===== src/rtl/eas_pkg.sv =====
// Package with constants and carrier types of the event/action sequencer.
package eas_pkg;

  localparam int unsigned NUM_SLOTS     = 20;
  localparam int unsigned IDX_W         = 5;
  localparam int unsigned CODE_W        = 8;
  localparam int unsigned PCT_W         = 7;
  localparam int unsigned REF_W         = 16;
  localparam int unsigned DIN_N         = 2;
  localparam int unsigned TMR_W         = 32;

  // Scan tick: one evaluation per period of the control clock divider.
  localparam int unsigned CLK_HZ        = 250000000;
  localparam int unsigned SCAN_US       = 1;
  localparam int unsigned SCAN_CYC      = (CLK_HZ / 1000000) * SCAN_US;
  localparam int unsigned SCAN_W        = 8;

  // Timer 0 unit: milliseconds, default duration as in the example.
  localparam int unsigned TMR_MS_CYC    = CLK_HZ / 1000;
  localparam int unsigned TMR0_MS_RST   = 2000;
  localparam int unsigned MS_W          = 18;

  // Ramp step per scan tick for reference output.
  localparam logic [REF_W-1:0] RAMP_STEP = 16'h0001;

  // Event codes.
  localparam logic [CODE_W-1:0] EV_FALSE   = 8'h00;
  localparam logic [CODE_W-1:0] EV_TRUE    = 8'h01;
  localparam logic [CODE_W-1:0] EV_ON_REF  = 8'h04;
  localparam logic [CODE_W-1:0] EV_TMR0_TO = 8'h1e;
  localparam logic [CODE_W-1:0] EV_EXT     = 8'h40;

  // Action codes.
  localparam logic [CODE_W-1:0] AC_NONE    = 8'h01;
  localparam logic [CODE_W-1:0] AC_PRESET0 = 8'h0a;
  localparam logic [CODE_W-1:0] AC_PRESET1 = 8'h0b;
  localparam logic [CODE_W-1:0] AC_TMR0    = 8'h1d;

  // Digital input function codes.
  localparam logic [CODE_W-1:0] DI_NOP     = 8'h00;
  localparam logic [CODE_W-1:0] DI_STOP_N  = 8'h06;
  localparam logic [CODE_W-1:0] DI_START   = 8'h08;
  localparam logic [CODE_W-1:0] DI_LATCH   = 8'h09;

  // Register map, word indexes times four.
  localparam logic [7:0] A_CTRL    = 8'h00;
  localparam logic [7:0] A_COUNT   = 8'h04;
  localparam logic [7:0] A_TMR0    = 8'h08;
  localparam logic [7:0] A_PRESET0 = 8'h0c;
  localparam logic [7:0] A_PRESET1 = 8'h10;
  localparam logic [7:0] A_MAXREF  = 8'h14;
  localparam logic [7:0] A_DIFUNC  = 8'h18;
  localparam logic [7:0] A_STATUS  = 8'h1c;
  localparam logic [7:0] A_EVENT   = 8'h40;
  localparam logic [7:0] A_ACTION  = 8'h90;

  typedef enum logic [1:0] {
    EAS_DRV_FREE = 2'b00,
    EAS_DRV_RUN  = 2'b01,
    EAS_DRV_RAMP = 2'b10
  } eas_drv_t;

  typedef struct packed {
    logic [7:0]  addr;
    logic [31:0] wdata;
    logic        wr;
    logic        rd;
  } eas_bus_req_t;

  typedef struct packed {
    logic [REF_W-1:0] ref_val;
    logic             running;
    logic             free;
    logic             preset_sel;
    logic             tmr0_run;
  } eas_drive_out_t;

endpackage : eas_pkg


===== src/rtl/eas_sequencer.sv =====
// Event/action sequencer with timer 0, digital input functions and reference ramp.
// Functional notes
// - Events and actions are numbered pairs; a true event n runs action n.
// - Only the current state's event is tested in any scan interval.
// - A false event leaves state unchanged, no action, retest next scan.
// - After an action the next numbered state's event is tested.
// - The pair count is programmable from zero to twenty.
// - After the last pair the sequence wraps to the first pair.
// - Nothing is tested or performed while the mode setting is off.
// - Event codes: 0 false, 1 true, 4 on reference, 30 timer 0 expired.
// - Action codes: 1 none, 10 preset 0, 11 preset 1, 29 start timer 0.
// - Timer 0 runs its programmed duration, then raises time-out.
// - Events come from external inputs and from internal conditions.
// - Input functions: 0 none, 8 start/stop, 9 latched start, 6 stop low.
// - A stop ramps the output down and then the drive goes free.
// - Preset references are percentages of the maximum reference.
//
// Strobed register access and the address map were decided locally.
module eas_sequencer (
  input  wire logic                       core_clk_i,
  input  wire logic                       rst_b_i,
  input  wire eas_pkg::eas_bus_req_t      bus_i,
  output logic [31:0]                     rdata_o,
  input  wire logic [eas_pkg::DIN_N-1:0]  din_i,
  input  wire logic [7:0]                 ext_event_i,
  output eas_pkg::eas_drive_out_t         drive_o
);

  typedef struct packed {
    logic                             mode_on;
    logic                             mode_on_d;
    logic [eas_pkg::IDX_W-1:0]        count;
    logic [eas_pkg::IDX_W-1:0]        idx;
    logic [eas_pkg::NUM_SLOTS-1:0][eas_pkg::CODE_W-1:0] ev;
    logic [eas_pkg::NUM_SLOTS-1:0][eas_pkg::CODE_W-1:0] ac;
    logic [eas_pkg::PCT_W-1:0]        preset0;
    logic [eas_pkg::PCT_W-1:0]        preset1;
    logic [eas_pkg::REF_W-1:0]        max_ref;
    logic [eas_pkg::DIN_N-1:0][eas_pkg::CODE_W-1:0] di_func;
    logic [eas_pkg::MS_W-1:0]         tmr0_ms;
    logic [eas_pkg::SCAN_W-1:0]       scan_cnt;
    logic                             tmr0_run;
    logic                             tmr0_to;
    logic [eas_pkg::MS_W-1:0]         tmr0_left;
    logic [eas_pkg::TMR_W-1:0]        ms_cnt;
    logic                             preset_sel;
    logic [eas_pkg::DIN_N-1:0]        din_s1;
    logic [eas_pkg::DIN_N-1:0]        din_s2;
    logic                             latched;
    eas_pkg::eas_drv_t                drv;
    logic [eas_pkg::REF_W-1:0]        out_ref;
    logic [31:0]                      rdata;
  } eas_state_t;

  eas_state_t st;
  eas_state_t next_st;

  // Target reference from a percentage of the maximum reference.
  function automatic logic [eas_pkg::REF_W-1:0] pct_of(
    input logic [eas_pkg::PCT_W-1:0] pct,
    input logic [eas_pkg::REF_W-1:0] maxr
  );
    logic [eas_pkg::REF_W+eas_pkg::PCT_W-1:0] prod;
    prod   = maxr * pct;
    pct_of = eas_pkg::REF_W'(prod / 100);
  endfunction : pct_of

  logic                        scan_tick;
  logic                        ev_true;
  logic [eas_pkg::CODE_W-1:0]  cur_ev;
  logic [eas_pkg::CODE_W-1:0]  cur_ac;
  logic                        run_cmd;
  logic                        stop_cmd;
  logic [eas_pkg::REF_W-1:0]   target;
  logic                        on_ref;
  logic [5:0]                  slot_w;

  assign scan_tick = (st.scan_cnt == eas_pkg::SCAN_W'(eas_pkg::SCAN_CYC - 1));
  assign cur_ev    = st.ev[st.idx];
  assign cur_ac    = st.ac[st.idx];
  assign target    = st.preset_sel ? pct_of(st.preset1, st.max_ref)
                                   : pct_of(st.preset0, st.max_ref);
  assign on_ref    = (st.drv == eas_pkg::EAS_DRV_RUN) && (st.out_ref == target);
  assign drive_o   = '{ref_val:    st.out_ref,
                       running:    st.drv == eas_pkg::EAS_DRV_RUN,
                       free:       st.drv == eas_pkg::EAS_DRV_FREE,
                       preset_sel: st.preset_sel,
                       tmr0_run:   st.tmr0_run};
  assign rdata_o   = st.rdata;

  // Decode of the current event: internal conditions and external flags both count.
  always_comb begin
    case (cur_ev)
      eas_pkg::EV_FALSE:   ev_true = 1'b0;
      eas_pkg::EV_TRUE:    ev_true = 1'b1;
      eas_pkg::EV_ON_REF:  ev_true = on_ref;
      eas_pkg::EV_TMR0_TO: ev_true = st.tmr0_to;
      default: begin
        // Codes from the external base up to base plus seven test an outside flag.
        if (cur_ev >= eas_pkg::EV_EXT && cur_ev < eas_pkg::EV_EXT + 8'h08) begin
          ev_true = ext_event_i[cur_ev[2:0]];
        end else begin
          ev_true = 1'b0;
        end
      end
    endcase
  end

  // Start and stop requests gathered from the configured input terminals.
  always_comb begin
    run_cmd  = 1'b0;
    stop_cmd = 1'b0;
    for (int i = 0; i < eas_pkg::DIN_N; i++) begin
      case (st.di_func[i])
        eas_pkg::DI_START:  begin
          if (st.din_s2[i]) begin
            run_cmd = 1'b1;
          end else begin
            stop_cmd = 1'b1;
          end
        end
        eas_pkg::DI_LATCH:  begin
          if (st.din_s2[i]) begin
            run_cmd = 1'b1;
          end
        end
        eas_pkg::DI_STOP_N: begin
          if (!st.din_s2[i]) begin
            stop_cmd = 1'b1;
          end
        end
        default: begin
        end
      endcase
    end
  end

  assign slot_w = 6'(bus_i.addr[7:2] - eas_pkg::A_EVENT[7:2]);

  // Whole next-state computation of the block.
  always_comb begin
    logic [5:0] aslot;
    aslot   = 6'(bus_i.addr[7:2] - eas_pkg::A_ACTION[7:2]);
    next_st = st;

    next_st.din_s1 = din_i;
    next_st.din_s2 = st.din_s1;
    next_st.scan_cnt = scan_tick ? '0 : st.scan_cnt + 1'b1;

    // Register writes.
    if (bus_i.wr) begin
      case (bus_i.addr)
        eas_pkg::A_CTRL:    next_st.mode_on = bus_i.wdata[0];
        eas_pkg::A_COUNT:   begin
          // Counts above the maximum are clamped; the table has only twenty slots.
          if (bus_i.wdata[7:0] > 8'(eas_pkg::NUM_SLOTS)) begin
            next_st.count = eas_pkg::IDX_W'(eas_pkg::NUM_SLOTS);
          end else begin
            next_st.count = bus_i.wdata[eas_pkg::IDX_W-1:0];
          end
        end
        eas_pkg::A_TMR0:    next_st.tmr0_ms = bus_i.wdata[eas_pkg::MS_W-1:0];
        eas_pkg::A_PRESET0: next_st.preset0 = bus_i.wdata[eas_pkg::PCT_W-1:0];
        eas_pkg::A_PRESET1: next_st.preset1 = bus_i.wdata[eas_pkg::PCT_W-1:0];
        eas_pkg::A_MAXREF:  next_st.max_ref = bus_i.wdata[eas_pkg::REF_W-1:0];
        eas_pkg::A_DIFUNC:  begin
          next_st.di_func[0] = bus_i.wdata[7:0];
          next_st.di_func[1] = bus_i.wdata[15:8];
        end
        default: begin
          if (slot_w < 6'(eas_pkg::NUM_SLOTS)) begin
            next_st.ev[slot_w[4:0]] = bus_i.wdata[eas_pkg::CODE_W-1:0];
          end else if (aslot < 6'(eas_pkg::NUM_SLOTS)) begin
            next_st.ac[aslot[4:0]] = bus_i.wdata[eas_pkg::CODE_W-1:0];
          end
        end
      endcase
    end

    // Register reads, answered in the next cycle; unmapped reads give zero.
    next_st.rdata = '0;
    if (bus_i.rd) begin
      case (bus_i.addr)
        eas_pkg::A_CTRL:    next_st.rdata = {31'h0, st.mode_on};
        eas_pkg::A_COUNT:   next_st.rdata = {27'h0, st.count};
        eas_pkg::A_TMR0:    next_st.rdata = {14'h0, st.tmr0_ms};
        eas_pkg::A_PRESET0: next_st.rdata = {25'h0, st.preset0};
        eas_pkg::A_PRESET1: next_st.rdata = {25'h0, st.preset1};
        eas_pkg::A_MAXREF:  next_st.rdata = {16'h0, st.max_ref};
        eas_pkg::A_DIFUNC:  next_st.rdata = {16'h0, st.di_func[1], st.di_func[0]};
        eas_pkg::A_STATUS:  next_st.rdata = {st.out_ref, 6'h0, st.drv, st.latched,
                                             st.tmr0_to, st.tmr0_run, st.idx};
        default: begin
          if (slot_w < 6'(eas_pkg::NUM_SLOTS)) begin
            next_st.rdata = {24'h0, st.ev[slot_w[4:0]]};
          end else if (aslot < 6'(eas_pkg::NUM_SLOTS)) begin
            next_st.rdata = {24'h0, st.ac[aslot[4:0]]};
          end
        end
      endcase
    end

    // Timer 0 counts whole milliseconds and flags time-out when it ends.
    if (st.tmr0_run) begin
      if (st.ms_cnt == eas_pkg::TMR_W'(eas_pkg::TMR_MS_CYC - 1)) begin
        next_st.ms_cnt = '0;
        if (st.tmr0_left <= eas_pkg::MS_W'(1)) begin
          next_st.tmr0_run = 1'b0;
          next_st.tmr0_to  = 1'b1;
        end else begin
          next_st.tmr0_left = st.tmr0_left - 1'b1;
        end
      end else begin
        next_st.ms_cnt = st.ms_cnt + 1'b1;
      end
    end

    // Sequencer: a rising mode forces the first pair before any scan.
    next_st.mode_on_d = st.mode_on;
    if (st.mode_on && !st.mode_on_d) begin
      next_st.idx = '0;
    end else if (st.mode_on && scan_tick && st.count != '0) begin
      if (ev_true) begin
        case (cur_ac)
          eas_pkg::AC_PRESET0: next_st.preset_sel = 1'b0;
          eas_pkg::AC_PRESET1: next_st.preset_sel = 1'b1;
          eas_pkg::AC_TMR0: begin
            // A restart reloads the duration and clears an old time-out.
            next_st.tmr0_run  = 1'b1;
            next_st.tmr0_to   = 1'b0;
            next_st.tmr0_left = st.tmr0_ms;
            next_st.ms_cnt    = '0;
          end
          default: begin
          end
        endcase
        if (st.idx >= st.count - 1'b1) begin
          next_st.idx = '0;
        end else begin
          next_st.idx = st.idx + 1'b1;
        end
      end
    end

    // Run state of the drive: stop ramps down, then the output goes free.
    if (stop_cmd) begin
      next_st.latched = 1'b0;
    end else if (run_cmd) begin
      next_st.latched = 1'b1;
    end
    case (st.drv)
      eas_pkg::EAS_DRV_FREE: begin
        next_st.out_ref = '0;
        if (run_cmd && !stop_cmd) begin
          next_st.drv = eas_pkg::EAS_DRV_RUN;
        end
      end
      eas_pkg::EAS_DRV_RUN: begin
        if (stop_cmd || !st.latched) begin
          next_st.drv = eas_pkg::EAS_DRV_RAMP;
        end else if (scan_tick && st.out_ref < target) begin
          next_st.out_ref = st.out_ref + eas_pkg::RAMP_STEP;
        end else if (scan_tick && st.out_ref > target) begin
          next_st.out_ref = st.out_ref - eas_pkg::RAMP_STEP;
        end
      end
      eas_pkg::EAS_DRV_RAMP: begin
        if (st.out_ref == '0) begin
          next_st.drv = eas_pkg::EAS_DRV_FREE;
        end else if (scan_tick) begin
          next_st.out_ref = st.out_ref - eas_pkg::RAMP_STEP;
        end
      end
      default: next_st.drv = eas_pkg::EAS_DRV_FREE;
    endcase
  end

  // Single state register; reset loads constants only.
  always_ff @(posedge core_clk_i) begin
    if (!rst_b_i) begin
      st          <= '0;
      st.tmr0_ms  <= eas_pkg::MS_W'(eas_pkg::TMR0_MS_RST);
      st.drv      <= eas_pkg::EAS_DRV_FREE;
    end else begin
      st <= next_st;
    end
  end

endmodule : eas_sequencer


===== config.mk =====
export PLATFORM = sky130hd
export DESIGN_NAME = eas_sequencer
export DESIGN_NICKNAME = d
export VERILOG_FILES = /design/src/rtl/eas_pkg.sv /design/src/rtl/eas_sequencer.sv
export SDC_FILE = /design/constraint.sdc
export NUM_CORES = 2
export LEC_CHECK = 0
export ABC_AREA = 1
export BUFFER_PORTS_ARGS = -buffer_cell sky130_fd_sc_hd__buf_2
export CAP_MARGIN = 20
export CORE_MARGIN = 1.5
export CORE_UTILIZATION = 58
export CTS_CLUSTER_DIAMETER = 80
export DETAILED_ROUTE_END_ITERATION = 8
export PLACE_DENSITY_LB_ADDON = 0.12
export SYNTH_ARGS = -nofsm -noshare
export SYNTH_HDL_FRONTEND = slang
export SYNTH_SLANG_ARGS = --single-unit

===== constraint.sdc =====
create_clock -name core_clk_i -period 13.7 [get_ports core_clk_i]
set_input_delay 2.74 -clock core_clk_i [delete_from_list [all_inputs] [get_ports core_clk_i]]
set_output_delay 2.74 -clock core_clk_i [all_outputs]
set_load 0.01 [all_outputs]

==> run metrics <==
final wirelength=120,000 um; post-synth top area share=0.278; Top cell by count, worst path=nand2_4; maximum vdd drop=0.106 mV; vias per inst=5.84; Yosys warnings=0; Yosys reg bits=512; Post-Syn Area=36,900 um^2; pre-CTS WS=-194 ps; final hold vios=0; total CTS buffers=55; drt wl/cell=18.4 um; die span in x=255 um; clk_lat worst skew=650 ps; number of global-route vias before repair=33.9k; H-tree depth=2; top_reg_cell synth=dfxtp_1; worst reg2reg startpoint=st[161]$_SDFFE_PN0P_; Vias=37.9k; Yosys cell types=61; setup TNS=0 ps; initial DRC count=4,393; grt ovf=0; delay-heaviest family, CP=simple AND/OR/NAND/NOR gates; CTS Hold Buffers Added=0; Syn Nets=5,869; first-pass GRT wire length=182,000 um; compound-gate portion of the synthesized area=0.218; main combinational cell family by area after synthesis=simple AND/OR/NAND/NOR gates; hold path cells=2; Seq/Total Area, Yosys=0.278; Max Clock Freq=0.0747 GHz; mux share of post-synthesis cell area=0; GRT Util Overall=0.350; Max Slew Vio Count=0; Core Region=63,000 um^2; Synth area leaders=dfxtp_1 (28%), o21ai_0 (9.1%), nand2_1 (9.0%), inv_1 (8.1%), fa_1 (7.5%); R2R Setup Slk=320 ps; hold path startpoint=next_st[52]$_SDFF_PN0_; Worst Tran Pin Value=1150 ps; CP Launch Type=flip-flop; post-synth top area cell=dfxtp_1; Power Density=88.7 nW/um^2; buffer and inverter count on the worst path=14; status=finished clean; Max stage delay cell, worst path=fa_1; Worst setup EP type=flip-flop; CP peak stage delay=530 ps; clock-pin transition on the worst setup and hold timing paths=60 ps; fin crit period=13,380 ps; Reg-to-Reg End=st[69]$_SDFF_PN0_; HPWL after DPL=79,400 um; number of enable flip-flop cells after synthesis=0; Syn Inst Count=5,554; 1st-pass router iterations=7; largest net degree at the start of global routing=247; Setup Viol. Count Final=0; Die Height=255 um; crit-path max FO=8; Reg2Reg Depth=99; max_cap viols=0; Starting Density=0.585; maximum clock insertion buffer count=3; Synth Area in Adders=0.117; CP required=14,220 ps; root buffer cell=clkbuf_16; Post-layout nets=5,916; Die ar.=65,100 um^2; Simple-Gate Fraction of Synth Area=0.247; std cell rows=92; setup ws final=317 ps; Post-synth ARST share=0; Final ANT Viol Nets=0; Tcrit/Tclk final=0.977; CP Data Arrival Time=13,910 ps; clk_skew=56.8 ps; RSZ-0062 raised after global routing=true; area grow syn2layout=14.9%; Hold WC Path Type=flip-flop to flip-flop; Avg Cell Area, Syn=6.63 um^2; number of port buffers=91; Routability Congestion=0.967; clock sink count=512; Post-route DRC=0; io pins=106; Max-slew headroom=0.225; Synth Area in XOR/XNOR=0.0155; CTS tree=built; layout cells sized above 1=0.147; WS Path Type=flip-flop to flip-flop; Leakage=20.0 nW; initial antenna violation count=4; Worst Hold Path EP=st[52]$_SDFF_PN0_
[stage by stage]
| step | cell area, um^2 | util | instances | hold WS, ps | power, mW |
|---|---|---|---|---|---|
| 5_1_grt | 42300 | 0.672 | 6490 | 460 | 3.89 |
| 4_1_cts | 40200 | 0.638 | 6421 | 445 | 3.73 |
| 3_3_place_gp | 38200 | 0.607 | 6321 | 442 | 2.15 |
| 3_5_place_dp | 38200 | 0.607 | 6321 | 436 | 2.15 |
| 6_report | 42300 | 0.672 | 6493 | 445 | 3.76 |
| 2_1_floorplan | 36900 | - | 5554 | 390 | 1.99 |
[metal layers]
layer  part of all wire  routed length (um)  track usage
met1               0.41               48900        0.475
met2               0.46               54600        0.566
met3              0.089               10600       0.0438
met4              0.045                5390        0.141
met5            0.00034                  41            0
[registers in the layout, indices dropped and copies added (netlist names)]
signal,count
rdata_o,32
drive_o,18
st,459
next_st,3
[cell families after synthesis]
logic type               after synthesis
AND/OR/NAND/NOR                     2101
AO/OA/AOI/OAI                       1449
buffers and inverters               1168
flip-flops                           512
adder cells (fa/ha/maj)              261
XOR/XNOR                              63
[cell type report]
cell class,instances,area [um^2]
flip-flops and latches,512,10300
clock inverters,20,339
diodes,3,7.51
clock buffers,80,1590
repair buffers,320,2350
multi-input cells,3875,23500
well taps,846,1060
inverters,837,3150
fillers,5474,20600
[cells in the final DEF, fill, tap and decap left out, types with 28 or more instances in the layout]
cell and instances:
nand4_1 61, xor2_1 45, a21oi_1 434, nor2_1 681, buf_2 90, nand3_2 29
a22oi_1 83, nand2_1 801, o211ai_1 28, buf_4 200, dfxtp_1 484, nand2_2 83
nand2_4 71, fa_1 137, nand3_1 169, clkbuf_16 56, inv_1 768, o22ai_1 69
ha_1 97, a31oi_1 29, o21ai_0 652, inv_2 56, nor3_1 67
[worst reg2reg max path: cells and delay by family (launching register included)]
kind / cells / cell delay, ps
flip-flops: 1 / 430
AND/OR/NAND/NOR: 73 / 7590
adder cells (fa/ha/maj): 6 / 2610
AO/OA/AOI/OAI: 5 / 880
XOR/XNOR: 1 / 260
buffers and inverters: 14 / 1530
[power breakdown]
group          switching (mW)  internal (mW)
Clock                   0.643          0.957
Sequential             0.0477           1.51
Combinational           0.400          0.201
[Yosys cell counts, drive strengths merged (17+ instances only)]
cell    count
nand2     958
inv       825
a31oi      29
o211ai     28
clkbuf    259
xor2       45
nor3       69
o21ai     683
nor2      726
nand4      72
nor4       24
a21oi     453
ha        123
dfxtp     512
o22ai      69
fa        138
a221oi     17
a22oi      83
buf        72
nand3     208
xnor2      18
a22o       18
[worst max-delay path by stage]
stage	end	cells past startpoint	slack [ps]	start
6_report	st[69]$_SDFF_PN0_	99	320	st[161]$_SDFFE_PN0P_
5_1_grt	st[99]$_SDFF_PN0_	108	-500	st[161]$_SDFFE_PN0P_
4_1_cts	st[69]$_SDFF_PN0_	98	0.7	st[167]$_SDFFE_PN0P_
3_5_place_dp	st[69]$_SDFF_PN0_	95	-190	st[161]$_SDFFE_PN0P_
3_3_place_gp	st[69]$_SDFF_PN0_	97	9	st[175]$_SDFFE_PN0P_
2_1_floorplan	st[100]$_SDFF_PN0_	100	1530	st[172]$_SDFFE_PN0P_
[timing repair]
item | in CTS | in global routing
setup endpoints to repair | 54 | 74
cloned | 0 | 1
setup buffers | 0 | 67
pin swaps | 0 | 184
resized for setup | 17 | 412
No activity file was read; power rests on OpenSTA's default activity.
